<file path="src/egtr_map.svh">
// register map, field positions, reset values and timing for the egress tag and rate block
// assumes a 32-bit register bus with word indexes; byte address is four times the index
`ifndef EGTR_MAP_SVH
`define EGTR_MAP_SVH

// word indexes of the registers
`define EGTR_IDX_TAG_RULES 14'h1c0c
`define EGTR_IDX_RATE_P0_Q01 14'h1c0d
`define EGTR_IDX_RATE_P0_Q23 14'h1c0e
`define EGTR_IDX_RATE_P1_Q01 14'h1c0f

// tagging rules: each port owns one byte lane, fields at these offsets inside the lane
`define EGTR_PORT_LANE_BITS 8
`define EGTR_FLD_TYPE_LO 0
`define EGTR_FLD_TYPE_HI 1
`define EGTR_FLD_CHANGE_TAG 2
`define EGTR_FLD_CHANGE_PRI 3
`define EGTR_FLD_CHANGE_VID 4
`define EGTR_FLD_INSERT_TAG 5

// rate register fields
`define EGTR_FLD_RATE_EVEN_LO 0
`define EGTR_FLD_RATE_EVEN_HI 12
`define EGTR_FLD_RATE_ODD_LO 13
`define EGTR_FLD_RATE_ODD_HI 25

// writable bits and reset values
`define EGTR_MASK_TAG_RULES 32'h003f3f3f
`define EGTR_MASK_RATE 32'h03ffffff
`define EGTR_RST_TAG_RULES 32'h00000000
`define EGTR_RST_RATE 32'h00000000

// timing: one pacing unit per byte step, and the clock period
`define EGTR_PACE_UNIT_NS 20
`define EGTR_CLK_PERIOD_NS 8

`endif

</file>
<file path="src/egtr_pkg.sv">
// types shared by the egress tag and rate block
// assumes egtr_map.svh supplies the numeric constants
package egtr_pkg;

	// egress port type encoding, identical for every port
	typedef enum logic [1:0] {
		EGTR_TYPE_DUMB = 2'h0,
		EGTR_TYPE_ACCESS = 2'h1,
		EGTR_TYPE_HYBRID = 2'h2,
		EGTR_TYPE_CPU = 2'h3
	} egtr_port_type_t;

	// axi response codes used by the slave
	typedef enum logic [1:0] {
		EGTR_RESP_OKAY = 2'h0,
		EGTR_RESP_SLVERR = 2'h2
	} egtr_resp_t;

	typedef logic [12:0] egtr_rate_t;

endpackage

</file>
<file path="src/egtr_pacer.sv">
// one egress pacing slot: after each byte, holds back the next one for (rate+1) pacing units
// assumes byte_sent_in is a one-cycle pulse and is only raised while credit_out is high
`timescale 1ns/1ps
`default_nettype none

module egtr_pacer
	import egtr_pkg::*;
(
	input wire logic clock_in,
	input wire logic srst_in,
	input wire egtr_rate_t rate_in,
	input wire logic enable_in,
	input wire logic byte_sent_in,
	output logic credit_out
);
	`include "egtr_map.svh"

	localparam logic [17:0] UNIT_NS = 18'(`EGTR_PACE_UNIT_NS);
	localparam logic [17:0] STEP_NS = 18'(`EGTR_CLK_PERIOD_NS);

	logic busy_reg;
	logic [17:0] elapsed_reg;
	logic [17:0] budget_ns;
	logic busy_next;

	// byte time in ns; 8192 units of 20 ns still fit in 18 bits
	assign budget_ns = 18'(({5'h0, rate_in} + 18'h1) * UNIT_NS);

	// slot stays closed until the elapsed time reaches the byte time, rounded up to a clock
	always_comb begin
		busy_next = busy_reg;
		if (!enable_in) begin
			busy_next = 1'b0;
		end else if (busy_reg) begin
			busy_next = (elapsed_reg + STEP_NS) < budget_ns;
		end else if (byte_sent_in) begin
			busy_next = 1'b1;
		end
	end

	always_ff @(posedge clock_in) begin
		if (srst_in) begin
			busy_reg <= 1'b0;
			credit_out <= 1'b1;
		end else begin
			busy_reg <= busy_next;
			credit_out <= !busy_next;
		end
	end

	// elapsed time restarts at one clock on every accepted byte
	always_ff @(posedge clock_in) begin
		if (srst_in) begin
			elapsed_reg <= 18'h0;
		end else if (!busy_reg) begin
			elapsed_reg <= STEP_NS;
		end else begin
			elapsed_reg <= elapsed_reg + STEP_NS;
		end
	end

endmodule

`default_nettype wire

</file>
<file path="src/egtr_config.sv">
// egress tagging rules and egress rate pacing configuration, reached over axi4-lite
// assumes a single clock, a synchronous reset, and a tagging datapath that applies
// the vlan table un-tag bit and the default vlan/priority values itself
//
// Design decision made here: register access over AXI4-Lite.
`timescale 1ns/1ps
`default_nettype none

// Contract
// - Each port has a two-bit egress type: port 2 at 17:16, port 1 at 9:8, host port at 1:0.
// - Type 00 passes regular frames untouched and strips the special tag of host-port frames.
// - Type 01 strips the tag of every tagged frame, special-tagged host frames included.
// - Type 10 is hybrid, where the insert and change enables pick what is done to tags.
// - Type 11 adds a special tag naming the port the frame came in on.
// - Port 1 insert, change-vid, change-priority and change-tag sit at bits 13, 12, 11, 10.
// - Host port insert, change-vid, change-priority and change-tag sit at bits 5, 4, 3, 2.
// - Each queue is paced so a byte takes the rate value plus one times 20 ns.
// - A rate register holds the odd queue in bits 25:13 and the even queue in bits 12:0.
// - Host queues 0/1 live at index 1c0d, host queues 2/3 at 1c0e, port 1 queues 0/1 at 1c0f.
// - Hybrid insert adds a default tag to untagged frames unless the vlan un-tag bit is set.
// - Hybrid change-vid with change-tag rewrites the vid of regular tagged frames.
// - Hybrid change-priority with change-tag rewrites the priority of regular tagged frames.
// - Priority-tagged frames always get the ingress default vid; change-tag does not matter. The code raises prio_vid_fix_out on hybrid ports only.
module egtr_config
	import egtr_pkg::*;
(
	input wire logic clock_in,
	input wire logic srst_in,
	// axi4-lite slave
	input wire logic [15:0] s_axi_awaddr_in,
	input wire logic s_axi_awvalid_in,
	output logic s_axi_awready_out,
	input wire logic [31:0] s_axi_wdata_in,
	input wire logic [3:0] s_axi_wstrb_in,
	input wire logic s_axi_wvalid_in,
	output logic s_axi_wready_out,
	output logic [1:0] s_axi_bresp_out,
	output logic s_axi_bvalid_out,
	input wire logic s_axi_bready_in,
	input wire logic [15:0] s_axi_araddr_in,
	input wire logic s_axi_arvalid_in,
	output logic s_axi_arready_out,
	output logic [31:0] s_axi_rdata_out,
	output logic [1:0] s_axi_rresp_out,
	output logic s_axi_rvalid_out,
	input wire logic s_axi_rready_in,
	// pacing enable from the buffer manager configuration
	input wire logic pace_enable_in,
	// per-queue byte pulses: host q0..q3 then port 1 q0..q1
	input wire logic [5:0] byte_sent_in,
	output logic [5:0] byte_credit_out,
	// per-port tagging controls, index 0 host, 1 port 1, 2 port 2
	output logic [5:0] port_type_out,
	output logic [2:0] strip_special_out,
	output logic [2:0] strip_all_out,
	output logic [2:0] hybrid_out,
	output logic [2:0] add_source_tag_out,
	output logic [2:0] insert_untagged_out,
	output logic [2:0] change_vid_out,
	output logic [2:0] change_pri_out,
	output logic [2:0] prio_vid_fix_out
);
	`include "egtr_map.svh"

	localparam int NUM_PORTS = 3;
	localparam int NUM_RATE_REGS = 3;
	localparam int NUM_QUEUES = 6;

	logic [31:0] tag_rules_reg;
	logic [31:0] rate_reg [NUM_RATE_REGS];

	// write channel state
	logic aw_held_reg;
	logic w_held_reg;
	logic [13:0] aw_index_reg;
	logic [31:0] w_data_reg;
	logic [3:0] w_strb_reg;
	logic do_write;
	logic wr_hit_tag;
	logic [1:0] wr_rate_sel;
	logic wr_hit_rate;

	// read channel decode
	logic [13:0] ar_index;
	logic [31:0] rd_word;
	logic rd_hit;

	// merge byte lanes under strobes, then keep only the implemented bits
	function automatic logic [31:0] egtr_merge(input logic [31:0] old_value,
		input logic [31:0] new_value, input logic [3:0] strb, input logic [31:0] mask);
		logic [31:0] merged;
		merged = old_value;
		for (int b = 0; b < 4; b++) begin
			if (strb[b]) begin
				merged[b*8 +: 8] = new_value[b*8 +: 8];
			end
		end
		return merged & mask;
	endfunction

	// ---- write address and data, taken in either order
	// a channel is taken once and held until the write commits, and ready waits for the response, so one write at a time
	always_ff @(posedge clock_in) begin
		if (srst_in) begin
			aw_held_reg <= 1'b0;
			aw_index_reg <= 14'h0;
		end else if (s_axi_awvalid_in && s_axi_awready_out) begin
			aw_held_reg <= 1'b1;
			aw_index_reg <= s_axi_awaddr_in[15:2];
		end else if (do_write) begin
			aw_held_reg <= 1'b0;
		end
	end

	always_ff @(posedge clock_in) begin
		if (srst_in) begin
			w_held_reg <= 1'b0;
			w_data_reg <= 32'h0;
			w_strb_reg <= 4'h0;
		end else if (s_axi_wvalid_in && s_axi_wready_out) begin
			w_held_reg <= 1'b1;
			w_data_reg <= s_axi_wdata_in;
			w_strb_reg <= s_axi_wstrb_in;
		end else if (do_write) begin
			w_held_reg <= 1'b0;
		end
	end

	// ready drops the edge after a channel is taken and comes back after the response
	always_ff @(posedge clock_in) begin
		if (srst_in) begin
			s_axi_awready_out <= 1'b0;
			s_axi_wready_out <= 1'b0;
		end else begin
			s_axi_awready_out <= !aw_held_reg && !(s_axi_awvalid_in && s_axi_awready_out)
				&& !s_axi_bvalid_out;
			s_axi_wready_out <= !w_held_reg && !(s_axi_wvalid_in && s_axi_wready_out)
				&& !s_axi_bvalid_out;
		end
	end

	// commit once both halves are in and no response is outstanding
	assign do_write = aw_held_reg && w_held_reg && !s_axi_bvalid_out;
	assign wr_hit_tag = aw_index_reg == `EGTR_IDX_TAG_RULES;
	assign wr_rate_sel = 2'(aw_index_reg - `EGTR_IDX_RATE_P0_Q01);
	assign wr_hit_rate = aw_index_reg >= `EGTR_IDX_RATE_P0_Q01
		&& aw_index_reg <= `EGTR_IDX_RATE_P1_Q01;

	// write response: slverr for an index that holds no register
	always_ff @(posedge clock_in) begin
		if (srst_in) begin
			s_axi_bvalid_out <= 1'b0;
			s_axi_bresp_out <= EGTR_RESP_OKAY;
		end else if (do_write) begin
			s_axi_bvalid_out <= 1'b1;
			s_axi_bresp_out <= (wr_hit_tag || wr_hit_rate) ? EGTR_RESP_OKAY : EGTR_RESP_SLVERR;
		end else if (s_axi_bready_in) begin
			s_axi_bvalid_out <= 1'b0;
		end
	end

	// ---- tagging rules register; reserved bits are masked so they always read zero
	always_ff @(posedge clock_in) begin
		if (srst_in) begin
			tag_rules_reg <= `EGTR_RST_TAG_RULES;
		end else if (do_write && wr_hit_tag) begin
			tag_rules_reg <= egtr_merge(tag_rules_reg, w_data_reg, w_strb_reg,
				`EGTR_MASK_TAG_RULES);
		end
	end

	// ---- rate registers, three consecutive indexes
	always_ff @(posedge clock_in) begin
		if (srst_in) begin
			for (int r = 0; r < NUM_RATE_REGS; r++) begin
				rate_reg[r] <= `EGTR_RST_RATE;
			end
		end else if (do_write && wr_hit_rate) begin
			rate_reg[wr_rate_sel] <= egtr_merge(rate_reg[wr_rate_sel], w_data_reg,
				w_strb_reg, `EGTR_MASK_RATE);
		end
	end

	// ---- read channel: one read at a time, answered the edge after the address is taken
	assign ar_index = s_axi_araddr_in[15:2];

	always_comb begin
		rd_word = 32'h0;
		rd_hit = 1'b1;
		unique case (ar_index)
			`EGTR_IDX_TAG_RULES: rd_word = tag_rules_reg;
			`EGTR_IDX_RATE_P0_Q01: rd_word = rate_reg[0];
			`EGTR_IDX_RATE_P0_Q23: rd_word = rate_reg[1];
			`EGTR_IDX_RATE_P1_Q01: rd_word = rate_reg[2];
			default: rd_hit = 1'b0;
		endcase
	end

	always_ff @(posedge clock_in) begin
		if (srst_in) begin
			s_axi_arready_out <= 1'b0;
		end else begin
			s_axi_arready_out <= !s_axi_rvalid_out && !(s_axi_arvalid_in && s_axi_arready_out);
		end
	end

	// unmapped reads return zero with slverr
	always_ff @(posedge clock_in) begin
		if (srst_in) begin
			s_axi_rvalid_out <= 1'b0;
			s_axi_rdata_out <= 32'h0;
			s_axi_rresp_out <= EGTR_RESP_OKAY;
		end else if (s_axi_arvalid_in && s_axi_arready_out) begin
			s_axi_rvalid_out <= 1'b1;
			s_axi_rdata_out <= rd_word;
			s_axi_rresp_out <= rd_hit ? EGTR_RESP_OKAY : EGTR_RESP_SLVERR;
		end else if (s_axi_rready_in) begin
			s_axi_rvalid_out <= 1'b0;
		end
	end

	// ---- per-port tagging controls, one byte lane of the rules register per port
	// decoded into flops so the datapath sees one clean level per action
	for (genvar p = 0; p < NUM_PORTS; p++) begin : g_port
		localparam int BASE = p * `EGTR_PORT_LANE_BITS;
		egtr_port_type_t ptype;
		logic ins_bit;
		logic cvid_bit;
		logic cpri_bit;
		logic ctag_bit;
		logic is_hybrid;

		assign ptype = egtr_port_type_t'(
			tag_rules_reg[BASE+`EGTR_FLD_TYPE_HI:BASE+`EGTR_FLD_TYPE_LO]);
		assign ins_bit = tag_rules_reg[BASE+`EGTR_FLD_INSERT_TAG];
		assign cvid_bit = tag_rules_reg[BASE+`EGTR_FLD_CHANGE_VID];
		assign cpri_bit = tag_rules_reg[BASE+`EGTR_FLD_CHANGE_PRI];
		assign ctag_bit = tag_rules_reg[BASE+`EGTR_FLD_CHANGE_TAG];
		assign is_hybrid = ptype == EGTR_TYPE_HYBRID;

		always_ff @(posedge clock_in) begin
			if (srst_in) begin
				port_type_out[2*p +: 2] <= 2'h0;
				strip_special_out[p] <= 1'b0;
				strip_all_out[p] <= 1'b0;
				hybrid_out[p] <= 1'b0;
				add_source_tag_out[p] <= 1'b0;
			end else begin
				port_type_out[2*p +: 2] <= ptype;
				// dumb still removes the special tag that host frames carry
				strip_special_out[p] <= ptype == EGTR_TYPE_DUMB;
				strip_all_out[p] <= ptype == EGTR_TYPE_ACCESS;
				hybrid_out[p] <= is_hybrid;
				add_source_tag_out[p] <= ptype == EGTR_TYPE_CPU;
			end
		end

		// enable bits only matter in hybrid; the un-tag bit is applied downstream
		always_ff @(posedge clock_in) begin
			if (srst_in) begin
				insert_untagged_out[p] <= 1'b0;
				change_vid_out[p] <= 1'b0;
				change_pri_out[p] <= 1'b0;
				prio_vid_fix_out[p] <= 1'b0;
			end else begin
				insert_untagged_out[p] <= is_hybrid && ins_bit;
				change_vid_out[p] <= is_hybrid && cvid_bit && ctag_bit;
				change_pri_out[p] <= is_hybrid && cpri_bit && ctag_bit;
				// priority-tagged frames ignore change-tag and change-vid alike
				prio_vid_fix_out[p] <= is_hybrid;
			end
		end
	end

	// ---- pacing slots: queue q reads register q/2, odd queues from the upper field
	for (genvar q = 0; q < NUM_QUEUES; q++) begin : g_queue
		egtr_rate_t rate;

		if (q % 2 == 1) begin : g_odd
			assign rate = rate_reg[q/2][`EGTR_FLD_RATE_ODD_HI:`EGTR_FLD_RATE_ODD_LO];
		end else begin : g_even
			assign rate = rate_reg[q/2][`EGTR_FLD_RATE_EVEN_HI:`EGTR_FLD_RATE_EVEN_LO];
		end

		egtr_pacer u_pacer (
			.clock_in(clock_in),
			.srst_in(srst_in),
			.rate_in(rate),
			.enable_in(pace_enable_in),
			.byte_sent_in(byte_sent_in[q]),
			.credit_out(byte_credit_out[q])
		);
	end

endmodule

`default_nettype wire

</file>
<file path="config.mk">
export PLATFORM = sky130hd
export DESIGN_NAME = egtr_config
export DESIGN_NICKNAME = d
export VERILOG_FILES = /design/src/egtr_pkg.sv /design/src/egtr_pacer.sv /design/src/egtr_config.sv
export VERILOG_INCLUDE_DIRS = /design/src
export SDC_FILE = /design/constraint.sdc
export NUM_CORES = 1
export LEC_CHECK = 0
export BUFFER_PORTS_ARGS = -buffer_cell sky130_fd_sc_hd__buf_2
export CAP_MARGIN = 10
export CELL_PAD_IN_SITES_DETAIL_PLACEMENT = 1
export CELL_PAD_IN_SITES_GLOBAL_PLACEMENT = 1
export CORE_UTILIZATION = 47
export CTS_CLUSTER_DIAMETER = 100
export DETAILED_ROUTE_END_ITERATION = 12
export GPL_ROUTABILITY_DRIVEN = 0
export PLACE_DENSITY_LB_ADDON = 0.1
export SLEW_MARGIN = 10
export SYNTH_ARGS = -nofsm -noshare
export SYNTH_HDL_FRONTEND = slang
export SYNTH_SLANG_ARGS = --single-unit
</file>
<file path="constraint.sdc">
create_clock -name clock_in -period 4.7 [get_ports clock_in]
set_clock_uncertainty 0.1 [all_clocks]
set_input_delay 0.235 -clock clock_in [delete_from_list [all_inputs] [get_ports clock_in]]
set_output_delay 0.235 -clock clock_in [all_outputs]
set_load 0.01 [all_outputs]
</file>
After elaboration in Yosys (flattened, before gate mapping)
Memories as Yosys holds them, arrays and structs flattened.
Index checks and enable logic that the tools add are counted.
{ "word_totals": {"register_bits": 252, "ram_bits": 78, "input_bits": 82, "output_inout_bits": 77, "mem_count": 1} }
{ "mem_list": {"columns": ["name", "depth", "word_bits", "rd", "rd_ports_with_merged_regs", "wr", "line_no", "rtl"], "rows": [
  ["rate_reg", 3, 26, 3, 0, 3, "egtr_config.sv:70", "logic [31:0] rate_reg [NUM_RATE_REGS];"]
]} }
{ "classes": {"add_sub_neg": 13, "multipliers": 6, "n_lt_le_gt_ge": 8, "eq_ne": 18, "muxes": 55, "bitwise_logic": 6, "n_reduce_logical": 64} }
{ "op_table": {"columns": ["operator", "count"], "rows": [
  ["32-bit case mux with 4 select lines", 1],
  ["18-bit by 4-bit adder with 18-bit output, second input constant", 6],
  ["18-bit < comparator", 6],
  ["18-bit by 3-bit multiplier with 16-bit output, second input constant", 6],
  ["13-bit by 1-bit adder with 14-bit output, second input constant", 6],
  ["8-bit 2-to-1 mux", 9],
  ["14-bit by 13-bit == test with 1-bit output, second input constant", 5],
  ["1-bit 2-to-1 mux", 31],
  ["1-bit logical AND", 28],
  ["4-bit 2-to-1 mux", 7],
  ["26-bit 2-to-1 mux", 1],
  ["26-bit OR reduction", 1],
  ["14-bit by 13-bit >= comparator with 1-bit output, second input constant", 1],
  ["14-bit by 13-bit <= comparator with 1-bit output, second input constant", 1],
  ["2-bit AND reduction", 7],
  ["1-bit zero test", 13],
  ["2-bit == test, second input constant", 6],
  ["2-bit 2-to-1 mux", 6],
  ["3-bit inequality test, second input constant", 4],
  ["2-bit OR reduction", 6],
  ["2-bit nonzero test", 4],
  ["2-bit by 1-bit == test with 1-bit output, second input constant", 3],
  ["2-bit zero test", 3],
  ["1-bit NOT", 6],
  ["3 further kinds", 3]
]} }

Longest topological paths before layout
Gate-level depths: netlist (run 1).
{ "logic_depth": {"ltp_word": 9, "mapped_depth": 19} }

By module
A second synthesis (run 1) with hierarchy kept.
{ "hier_totals": {"cells_unflattened": 2192, "hier_area_um2": 20360.8} }
{ "modules_own_cells": {"columns": ["mod", "n_inst", "cells_each", "area_per_inst_um2"], "rows": [
  ["egtr_config", 1, 774, 8107.8],
  ["egtr_pacer (g_queue[0].u_pacer ...)", 3, 238, 2048.2],
  ["egtr_pacer (g_queue[5].u_pacer)", 1, 238, 2058.2],
  ["egtr_pacer (g_queue[1].u_pacer)", 1, 237, 2047.0],
  ["egtr_pacer (g_queue[2].u_pacer)", 1, 229, 2003.2]
]} }

Least setup slack after synthesis (run 1)
Ideal clock, no wire load.
{ "synth_timing": {"path_kind": "register to register", "from": "memory rate_reg[1][1] (netlist name)", "to": "register g_queue[2].u_pacer.credit_out", "arrival_ps": 3846, "t_required_ps": 4461, "path_slack_ps": 615, "path_stages_with_launch": 17, "path_buffers": 0, "period_less_slack_ps": 4085, "cell_sequence": "edfxtp_1 and2_1 nand2_1 xnor2_1 ha_1 ha_1 fa_1 a211o_1 a2111oi_0 o31ai_1 a21oi_1 xor2_1 ha_1 a2111oi_0 o21ai_0 a22oi_1 o21ai_0"} }
{ "synth_rtl": {"columns": ["item", "line_no", "rtl"], "rows": [
  ["start, declared", "egtr_config.sv:70", null],
  ["end signal, assigned", "egtr_pacer.sv:47", "credit_out <= !busy_next;"],
  ["end, declared", "egtr_pacer.sv:14", "output logic credit_out"]
]} }

==> results of run 1 <==
-- per-layer routing --
metal / part of all wire [%] / global-route usage, % / up-vias
met5: 0 / 0 / -
met4: 2.6 / 7.91 / 0
met3: 4.0 / 4.36 / 81
met2: 47 / 42.2 / 284
met1: 47 / 33.6 / 7743
li1: - / - / 7871
-- final timing paths --
kind                                   end           startpoint  slack [ns]  cells past startpoint
max          g_queue[3].u_pacer.credit_out      rate_reg[1][14]        0.24                     16
min            g_queue[0].u_pacer.busy_reg       pace_enable_in        0.04                      3
max reg2reg  g_queue[3].u_pacer.credit_out      rate_reg[1][14]        0.24                     16
min reg2reg            s_axi_rdata_out[12]  s_axi_rdata_out[12]        0.35                      2
-- stage by stage --
step                      setup TNS, ns  hold slack [ns]  util [%]
after floorplan                       0            0.271         -
after global placement                0            0.340      50.5
after detailed placement        -0.0860            0.346      50.5
after CTS                             0           0.0258      54.4
after global routing            -0.0201           0.0395      55.4
final                                 0           0.0436      55.4
-- where the power goes --
group	internal (mW)	switching, mW
registers	2.74	0.0821
logic	0.362	0.472
clock network	1.53	1.16
total	4.63	1.71
-- worst max-delay path, stage by stage (launching register included) --
cell,delay [ns]
sky130_fd_sc_hd__edfxtp_1,0.48
sky130_fd_sc_hd__ha_1,0.28
sky130_fd_sc_hd__nand3_1,0.11
sky130_fd_sc_hd__xnor2_1,0.25
sky130_fd_sc_hd__ha_1,0.32
sky130_fd_sc_hd__fa_1,0.49
sky130_fd_sc_hd__a211o_1,0.33
sky130_fd_sc_hd__a2111oi_1,0.45
sky130_fd_sc_hd__o31ai_1,0.14
sky130_fd_sc_hd__a21oi_1,0.19
sky130_fd_sc_hd__xor2_1,0.19
sky130_fd_sc_hd__ha_1,0.27
sky130_fd_sc_hd__nand2_1,0.10
sky130_fd_sc_hd__o21ai_0,0.09
sky130_fd_sc_hd__nor4_1,0.16
sky130_fd_sc_hd__o21ai_0,0.17
sky130_fd_sc_hd__a41o_1,0.25
-- logic make-up after synthesis --
group	share of synthesized area [%]
buffers and inverters	3.26
AOI/OAI and AO/OA	11.4
DFF	35.2
and+or+nand+nor	20.9
adders and majority gates	15.4
muxes	3.78
other	0.0192
xor gates and xnor gates	9.93
-- what timing repair did --
item                       4_1_cts  5_1_grt
buffers inserted                 0       30
hold buffers                    49        0
resized for setup                4       41
hold endpoints to repair        50        0
setup endpoints to repair        5       11
pin swaps                        0       11
cloned                           0        0
-- area by class of cell --
cell class | instances | area share (%)
clock buffers | 48 | 4.32
clock inverters | 14 | 0.592
inverters | 60 | 0.996
multi-input cells | 1645 | 53.9
flip-flops and latches | 304 | 30.4
well taps | 532 | 2.94
repair buffers | 236 | 6.89
-- synth_stat cells (all sizes together), types with 3 or more instances --
library cell	number
ha	231
dfxtp	226
nand2	203
a21oi	153
xnor2	143
nor2b	102
nor2	91
and3	85
edfxtp	78
nand3	78
xor2	78
inv	60
o21ai	57
clkbuf	51
and2	47
nor3	36
buf	35
nand4	32
a21o	25
nor4	25
and4	24
mux2i	23
o21a	21
mux4	18
nand2b	16
a211o	15
a2111oi	13
a211oi	12
o21bai	12
a22oi	10
mux2	9
o31ai	8
or3	8
a31o	7
nand3b	7
nor4bb	7
o41ai	7
fa	6
or4	6
o211ai	5
a41o	3
a41oi	3
==> parameters.txt, run 1 <==
Parameter                              Value

Floorplan
  Initial cell density of the core ... between 40% and 50%
  Die outline width ... between 200 and 250 µm
  Boundary pin count ... 159
  Die Footprint ... approximately 42,000 µm²
  Num rows ... 74
  Height of the chip ... 206 µm
  Placeable core area ... 40,800 µm²

Power and ir drop
  Final Total Pwr ... ~6.3 mW
  Max IR drop VDD ... ~0.00021 V
  Areal power density over the cells ... between 200 and 300 nW/µm²
  Leakage power figure ... 10.0 nW

Critical path
  Critical path startpoint category ... flop
  Crit. End Element ... flop
  Data required time of the worst path ... 5.06 ns
  CP Max Fanout ... 5
  Kind of critical path ... reg2reg
  Endpoint arrival time on the critical path ... 4.83 ns

Logic synthesis
  Cell Area, Synth ... 19,500 µm²
  Top cell type's share of synthesized area ... between 20% and 30%
  Largest cells by area after synthesis ... sky130_fd_sc_hd__dfxtp_1 (23%), sky130_fd_sc_hd__ha_1 (15%), sky130_fd_sc_hd__edfxtp_1 (12%)
  Proportion of synthesized chip area in sequential cells ... 35.2%
  Flop and latch count out of synthesis ... just over 300
  Average cell area after synthesis ... 9.33 µm²
  Count of cell types in the netlist ... between 50 and 60
  EDFF count, synth ... 78
  Number of instances in the synthesized netlist ... about 2,100
  Share of async-settable or async-resettable flops after synthesis ... 0%
  Leading area contributor after synthesis ... sky130_fd_sc_hd__dfxtp_1
  Number of warning messages in the yosys log ... 0
  Post-synth top flop ... sky130_fd_sc_hd__dfxtp_1

GRT
  Wire length of the first global-routing pass ... 85.5 mm
  GRT Total Usage ... 25.5%
  Maximum number of pins on one net before global-route repair ... 98
  Number of global-route vias before repair ... 16,300
  Number of antenna violations at the first check in global routing ... 3
  Total gr overflow ... 0

Timing
  Part of the cycle the worst path needs ... 95.0%
  Post-route minimum period ... 4.46 ns
  Final setup fails ... 0
  Count of endpoints failing hold in the final timing report ... 0
  Maximum clock rate ... 224 MHz
  Count of final max-slew check failures ... 0
  Transition at the pin with the smallest max-transition slack ... 1.11 ns
  Least setup slack across all paths after layout ... approximately 0.24 ns
  Slew margin rel. ... 25.9%

Run
  Maximum capacitance violations ... 0

Detailed routing
  Number of detailed-routing iterations run before antenna repair ... 4
  Iteration-0 DRC count of the detailed router ... 634
  DR WL/cell ... between 15 and 20 µm
  Routed wire length ... 54.1 mm
  Count of nets left with antenna violations after detail routing ... 0
  Average via count per standard cell ... 5.63
  Drt drc ... 0
  Total via count after detailed routing ... 16,000

Final layout
  Area delta synth->final ... 16.0%
  Footprint of the multi-input gates ... 12,200 µm²
  Number of fill cells in the layout ... roughly 4,600
  Area taken by flip-flops and latches ... approximately 6900 µm²
  Commonest cells after routing, fill and taps aside ... sky130_fd_sc_hd__ha_1 (228), sky130_fd_sc_hd__dfxtp_1 (226), sky130_fd_sc_hd__nand2_1 (203), sky130_fd_sc_hd__a21oi_1 (152), sky130_fd_sc_hd__buf_2 (139)
  Commonest non-fill, non-tap cell in the layout ... sky130_fd_sc_hd__ha_1
  Fraction of final layout cells with drive strength greater than 1 ... 13.4%
  Flip-flop count of the largest register after layout ... 90
  Final net count ... 2,601
  Diode count ... 0
  Cell area after layout ... between 20,000 and 25,000 µm²
  Non-filler instance count after layout ... roughly 2,800

Place
  Worst slack at placement ... -0.0685 ns
  Placement-stage cell area ... 20,600 µm²
  DPL Wire Length ... 40.6 mm
  # placed instances ... approximately 2,700
  Number of port buffers ... 140

CTS
  Number of buffers created by CTS ... 35
  CTS root buf ... sky130_fd_sc_hd__clkbuf_16
  CTS Sinks ... ~300
  Depth of the CTS H-tree ... 2
  Number of buffers between clock root and the deepest sink ... 3
  Clock insertion delay at the later pin of the skew report ... 0.57 ns
  Clock tree from TritonCTS ... built
  Clock input transition at the sequential cells of the worst setup and hold paths ... ~0.060 ns

Worst hold path
  Worst hold path class ... in2reg

Status
  Status ... finished, final reports clean
No activity file was read; power rests on OpenSTA's default activity.
==> run 2, diff against run 1 <==
--- a/config.mk
+++ b/config.mk
@@ -14,7 +14,7 @@
 export CTS_CLUSTER_DIAMETER = 100
 export DETAILED_ROUTE_END_ITERATION = 12
 export GPL_ROUTABILITY_DRIVEN = 0
-export PLACE_DENSITY_LB_ADDON = 0.1
+export PLACE_DENSITY = 0.79
 export SLEW_MARGIN = 10
 export SYNTH_ARGS = -nofsm -noshare
 export SYNTH_HDL_FRONTEND = slang
==> run 2 against run 1 <==
Net effect: routed wire length up 4.9%; final area up 0.22%; worst hold slack worse by 0.0018 ns; sequential cell count unchanged; setup slack worse by 0.061 ns; largest cell class unchanged; sequential share of layout area down 0.065 points; fmax down 1.3%.
==> parameters.txt, run 2 (synthesis results as in run 1) <==
Parameter                              Value

GRT
  GR Util met2 ... 43.2%
  Met3 usage in global routing ... under 10%
  Met1 track utilization from global routing ... 33.9%
  Wire length of the first global-routing pass ... 87.1 mm
  Maximum number of pins on one net before global-route repair ... between 50 and 60
  Total gr overflow ... 0
  Number of global-route vias before repair ... between 15,000 and 20,000
  Number of antenna violations at the first check in global routing ... 3
  Global routing's busiest layer ... met2
  GRT Total Usage ... about a quarter

Final layout
  Fraction of final layout cells with drive strength greater than 1 ... 13.6%
  Commonest non-fill, non-tap cell in the layout ... sky130_fd_sc_hd__ha_1
  Area delta synth->final ... 16.3%
  Final net count ... around 2,600
  Commonest cells after routing, fill and taps aside ... sky130_fd_sc_hd__ha_1 (229), sky130_fd_sc_hd__dfxtp_1 (226), sky130_fd_sc_hd__nand2_1 (203), sky130_fd_sc_hd__a21oi_1 (151), sky130_fd_sc_hd__buf_2 (139)
  Utilization of the core after routing ... 55.5%
  Cell area after layout ... 22,700 µm²
  Flip-flop count of the largest register after layout ... 90

Detailed routing
  Routed wire length ... 56.8 mm
  Average via count per standard cell ... 5.74
  DR WL/cell ... 20.0 µm
  Iteration-0 DRC count of the detailed router ... 760
  Count of nets left with antenna violations after detail routing ... 0
  Number of detailed-routing iterations run before antenna repair ... 5
  Total via count after detailed routing ... 16,300
  Drt drc ... 0

Power and ir drop
  Sequential fraction of design power ... approximately 44%
  Switching portion of total power ... 27.4%
  Final Total Pwr ... roughly 6.4 mW
  Switching power of the nets ... 1.76 mW
  Combinational Power Share ... 13.2%
  Max IR drop VDD ... 0.000250 V
  Areal power density over the cells ... 284 nW/µm²
  Int Power ... between 4 and 5 mW
  Clock Power Share ... a little over two fifths
  Leakage power figure ... between 10 and 15 nW

CTS
  Clock input transition at the sequential cells of the worst setup and hold paths ... around 0.060 ns
  Clock insertion delay at the later pin of the skew report ... 0.56 ns
  Clock tree from TritonCTS ... built
  CTS Sinks ... 304
  Number of buffers between clock root and the deepest sink ... 3
  Depth of the CTS H-tree ... 2
  Number of buffers created by CTS ... 36
  CTS root buf ... sky130_fd_sc_hd__clkbuf_16

Floorplan
  Placeable core area ... 40,800 µm²
  Height of the chip ... 206 µm
  Die outline width ... 206 µm
  Die Footprint ... 42,300 µm²
  Num rows ... 74
  Boundary pin count ... around 160
  Initial cell density of the core ... 47.7%

Status
  Status ... finished, final reports clean

Place
  DPL Wire Length ... 41.1 mm
  Worst slack at placement ... 0.0429 ns
  Placement-stage cell area ... 20,600 µm²
  Number of port buffers ... 140

Timing
  Part of the cycle the worst path needs ... about 96%
  Slew margin rel. ... 24.9%
  Transition at the pin with the smallest max-transition slack ... 1.12 ns
  Least setup slack across all paths after layout ... about 0.18 ns
  Final setup fails ... 0
  Count of final max-slew check failures ... 0
  Maximum clock rate ... around 220 MHz
  Post-route minimum period ... 4.52 ns
  Count of endpoints failing hold in the final timing report ... 0
  Worst Hold Margin ... 0.0419 ns

Critical path
  R2r startpoint ... rate_reg[2][14]
  CP Max Fanout ... 4
  Kind of critical path ... reg2reg
  Data required time of the worst path ... 5.04 ns
  Crit. End Element ... flop
  Crit path from ... rate_reg[2][14]
  Critical path startpoint category ... flop
  Endpoint arrival time on the critical path ... 4.86 ns

Run
  Maximum capacitance violations ... 0

Worst hold path
  Startpoint of the lowest-slack hold path ... byte_sent_in[2]
  Worst hold path class ... in2reg
run 2: cell types whose count changed in the layout (fill, tap and decap cells not counted), moves of 3 or more:
cell                         before  now
sky130_fd_sc_hd__clkinv_4         1    4
sky130_fd_sc_hd__clkinvlp_4       1    4
sky130_fd_sc_hd__clkbuf_1         9    2
sky130_fd_sc_hd__clkbuf_16       36   39
run 2: stage by stage:
| stage | TNS (ns) | std cells |
|---|---|---|
| CTS | 0 | 2811 |
| global placement | 0 | 2698 |
| global route | -0.277 | 2843 |
| detailed placement | 0 | 2698 |
| floorplan | 0 | 2095 |
| finish | 0 | 2844 |
run 2: routing by layer:
| metal | vias up | routed length [µm] |
|---|---|---|
| li1 | 7879 | - |
| met1 | 7981 | 25700 |
| met2 | 367 | 27000 |
| met3 | 97 | 2390 |
| met4 | 0 | 1640 |
| met5 | - | 0 |
run 2: layout make-up:
| type | count | area [µm²] |
|---|---|---|
| Timing Repair Buffer | 236 | 1540 |
| Tap cell | 532 | 666 |
| Clock buffer | 45 | 1030 |
| Fill cell | 4632 | 18200 |
| Sequential cell | 304 | 6870 |
| Clock inverter | 20 | 134 |
| Multi-Input combinational cell | 1645 | 12200 |
| Inverter | 60 | 225 |
| Antenna cell | 2 | 5.00 |
run 2: worst max-delay path: stages (launching register included):
cell and delay, ns:
sky130_fd_sc_hd__edfxtp_1 0.46, sky130_fd_sc_hd__and2_1 0.24, sky130_fd_sc_hd__nand2_1 0.15, sky130_fd_sc_hd__xor2_2 0.23, sky130_fd_sc_hd__inv_1 0.09, sky130_fd_sc_hd__ha_1 0.32
sky130_fd_sc_hd__ha_1 0.26, sky130_fd_sc_hd__fa_2 0.39, sky130_fd_sc_hd__a211o_1 0.41, sky130_fd_sc_hd__a2111oi_4 0.34, sky130_fd_sc_hd__o31ai_1 0.12, sky130_fd_sc_hd__a21oi_1 0.18
sky130_fd_sc_hd__xor2_1 0.19, sky130_fd_sc_hd__ha_1 0.26, sky130_fd_sc_hd__nand2_1 0.09, sky130_fd_sc_hd__o21ai_0 0.08, sky130_fd_sc_hd__nor4_1 0.18, sky130_fd_sc_hd__o21ai_1 0.12
sky130_fd_sc_hd__a41o_1 0.22
run 2: worst paths after layout:
check,endpoint,slack [ns],cells past startpoint
hold / removal,g_queue[2].u_pacer.credit_out,0.04,4
setup reg to reg,g_queue[5].u_pacer.credit_out,0.18,18
setup / recovery,g_queue[5].u_pacer.credit_out,0.18,18
hold reg to reg,s_axi_rdata_out[9],0.35,2
run 2: power by group through the flow:
stage | combinational [mW] | sequential, mW | clock [mW]
floorplan | 0.565 | 2.84 | 0
detailed placement | 0.767 | 2.88 | 0
finish | 0.849 | 2.83 | 2.77
global route | 0.940 | 2.83 | 2.90
CTS | 0.808 | 2.82 | 2.82
global placement | 0.733 | 2.87 | 0
run 2: what timing repair did:
action	in CTS	in global routing
hold buffers	48	0
pin swaps	0	5
hold endpoints to repair	49	0
gates resized for setup	1	41
buffers inserted	0	31
cloned	0	0
endpoints found under the setup margin	1	12
==> run 3, diff against run 2 <==
--- a/config.mk
+++ b/config.mk
@@ -15,6 +15,7 @@
 export DETAILED_ROUTE_END_ITERATION = 12
 export GPL_ROUTABILITY_DRIVEN = 0
 export PLACE_DENSITY = 0.79
+export RECOVER_POWER = 50
 export SLEW_MARGIN = 10
 export SYNTH_ARGS = -nofsm -noshare
 export SYNTH_HDL_FRONTEND = slang
==> run 3 against run 2 <==
Net effect: the flow now finishes with violations (max-capacitance violations, max-slew violations); register-to-register slack barely moved; clock power about the same; worst hold slack improved by 0.0011 ns; sequential share of layout area rose by 0.13 points.
==> parameters.txt, run 3 (synthesis results as in run 1) <==
Parameter                              Value

CTS
  CTS root buf ... sky130_fd_sc_hd__clkbuf_16
  Number of buffers between clock root and the deepest sink ... 3
  Depth of the CTS H-tree ... 2
  Clock input transition at the sequential cells of the worst setup and hold paths ... 0.06 ns
  Number of buffers created by CTS ... 36
  Clock insertion delay at the later pin of the skew report ... 0.55 ns
  CTS Sinks ... 304
  Clock tree from TritonCTS ... built

Power and ir drop
  Max IR drop VDD ... 0.000251 V
  Int Power ... about 4.7 mW
  Sequential fraction of design power ... a little over two fifths
  Switching portion of total power ... 27.3%
  Combinational Power Share ... a little over an eighth
  Areal power density over the cells ... 285 nW/µm²
  Switching power of the nets ... about 1.8 mW
  Clock Power Share ... approximately 43%
  Leakage power figure ... a little under 10 nW

Worst hold path
  Worst hold path class ... in2reg

Final layout
  Non-filler instance count after layout ... 2,844
  Cell area after layout ... 22,600 µm²
  Area delta synth->final ... 15.8%
  Number of fill cells in the layout ... 4,657
  Commonest cells after routing, fill and taps aside ... sky130_fd_sc_hd__ha_1 (229), sky130_fd_sc_hd__dfxtp_1 (226), sky130_fd_sc_hd__nand2_1 (203), sky130_fd_sc_hd__a21oi_1 (151), sky130_fd_sc_hd__xnor2_1 (135)
  Final net count ... 2,602
  Flip-flop count of the largest register after layout ... 90
  Commonest non-fill, non-tap cell in the layout ... sky130_fd_sc_hd__ha_1
  Utilization of the core after routing ... 55.3%
  Fraction of final layout cells with drive strength greater than 1 ... 10.6%

Detailed routing
  DR WL/cell ... 20.0 µm
  Average via count per standard cell ... 5.73
  Drt drc ... 0
  Total via count after detailed routing ... ~16,000
  Iteration-0 DRC count of the detailed router ... 691
  Count of nets left with antenna violations after detail routing ... 0
  Number of detailed-routing iterations run before antenna repair ... 5
  Routed wire length ... about 57 mm

GRT
  Total gr overflow ... 0
  Number of antenna violations at the first check in global routing ... 3
  Number of global-route vias before repair ... 16,700
  GRT Total Usage ... between 20% and 30%
  Wire length of the first global-routing pass ... 87.1 mm
  Maximum number of pins on one net before global-route repair ... 53

Place
  Number of port buffers ... 140
  DPL Wire Length ... 41.1 mm
  Placement-stage cell area ... 20,600 µm²
  Worst slack at placement ... roughly 0.043 ns
  # placed instances ... 2,698

Timing
  Part of the cycle the worst path needs ... 96.4%
  Count of endpoints failing hold in the final timing report ... 0
  Slew margin rel. ... -76.7%
  Count of final max-slew check failures ... 88
  Final setup fails ... 0
  Transition at the pin with the smallest max-transition slack ... 2.65 ns
  Least setup slack across all paths after layout ... about 0.17 ns
  Post-route minimum period ... 4.53 ns
  Maximum clock rate ... 221 MHz

Floorplan
  Num rows ... 74
  Die Footprint ... 42,300 µm²
  Die outline width ... between 200 and 250 µm
  Initial cell density of the core ... a little under half
  Boundary pin count ... roughly 160
  Placeable core area ... ~41,000 µm²
  Height of the chip ... between 200 and 250 µm

Critical path
  Critical path startpoint category ... flop
  Data required time of the worst path ... slightly above 5 ns
  Crit. End Element ... flop
  CP Max Fanout ... 4
  Endpoint arrival time on the critical path ... 4.87 ns
  Kind of critical path ... reg2reg

Status
  Failing checks ... max-capacitance violations, max-slew violations
  Status ... finished, violations left

Run
  Maximum capacitance violations ... 2
==> run 3: cell count changes in the layout (fill, tap and decap cells not counted) <==
cell	previous run	this run
sky130_fd_sc_hd__and2_0	0	7
sky130_fd_sc_hd__buf_4	49	46
sky130_fd_sc_hd__buf_2	139	70
sky130_fd_sc_hd__and2_1	45	38
sky130_fd_sc_hd__clkbuf_1	2	73
sky130_fd_sc_hd__clkbuf_2	0	1
==> run 3: final timing paths <==
path | start | depth (start not counted) | slack [ns] | endpoint
worst min-delay path | byte_sent_in[2] | 4 | 0.04 | g_queue[2].u_pacer.credit_out
worst max-delay path | rate_reg[2][13] | 18 | 0.17 | g_queue[5].u_pacer.credit_out
worst max register to register | rate_reg[2][13] | 18 | 0.17 | g_queue[5].u_pacer.credit_out
worst min register to register | s_axi_rdata_out[9] | 2 | 0.36 | s_axi_rdata_out[9]
==> run 3: layout make-up <==
cell class	count	area, µm²	share of cell area, %
clock inverters	20	134	0.593
well taps	532	666	2.95
inverters	60	225	0.998
multi-input cells	1645	12200	54.0
repair buffers	236	1450	6.42
flip-flops and latches	304	6870	30.4
clock buffers	45	1030	4.57
diodes	2	5.00	0.0222
==> run 3: layer usage <==
metal | part of all wire (%) | routed length, µm | track usage, % | vias up
li1 | - | - | - | 7880
met1 | 45 | 25600 | 33.9 | 7960
met2 | 48 | 27000 | 43.2 | 364
met3 | 4.5 | 2580 | 3.79 | 103
met4 | 2.9 | 1650 | 9.31 | 0
met5 | 0 | 0 | 0 | -
==> run 3: metrics by stage <==
stage | setup TNS, ns | hold slack, ns | power, mW
floorplan | 0 | 0.271 | 3.41
global placement | 0 | 0.338 | 3.61
detailed placement | 0 | 0.349 | 3.65
CTS | 0 | 0.0227 | 6.45
global route | -0.294 | 0.0804 | 6.67
finish | 0 | 0.0430 | 6.44
==> run 3: power groups by stage <==
stage / registers (mW) / logic (mW) / clock network [mW]
6_report: 2.83 / 0.847 / 2.77
2_1_floorplan: 2.84 / 0.565 / 0
5_1_grt: 2.83 / 0.938 / 2.90
3_5_place_dp: 2.88 / 0.767 / 0
3_3_place_gp: 2.87 / 0.733 / 0
4_1_cts: 2.82 / 0.808 / 2.82
==> run 3: critical path: stages, from the launching register on <==
cell and delay, ns:
sky130_fd_sc_hd__edfxtp_1 0.48, sky130_fd_sc_hd__and2_1 0.23, sky130_fd_sc_hd__nand2_1 0.15, sky130_fd_sc_hd__xor2_2 0.24, sky130_fd_sc_hd__inv_1 0.09, sky130_fd_sc_hd__ha_1 0.32, sky130_fd_sc_hd__ha_1 0.26, sky130_fd_sc_hd__fa_2 0.38
sky130_fd_sc_hd__a211o_1 0.40, sky130_fd_sc_hd__a2111oi_4 0.34, sky130_fd_sc_hd__o31ai_1 0.12, sky130_fd_sc_hd__a21oi_1 0.18, sky130_fd_sc_hd__xor2_1 0.19, sky130_fd_sc_hd__ha_1 0.26, sky130_fd_sc_hd__nand2_1 0.09, sky130_fd_sc_hd__o21ai_0 0.08
sky130_fd_sc_hd__nor4_1 0.18, sky130_fd_sc_hd__o21ai_1 0.12, sky130_fd_sc_hd__a41o_1 0.22
==> run 3: repair_timing <==
action	CTS	global route
setup endpoints to repair	1	12
hold buffers	48	0
gates resized for setup	1	41
pin swaps	0	5
buffers inserted	0	31
endpoints found under the hold margin	49	0
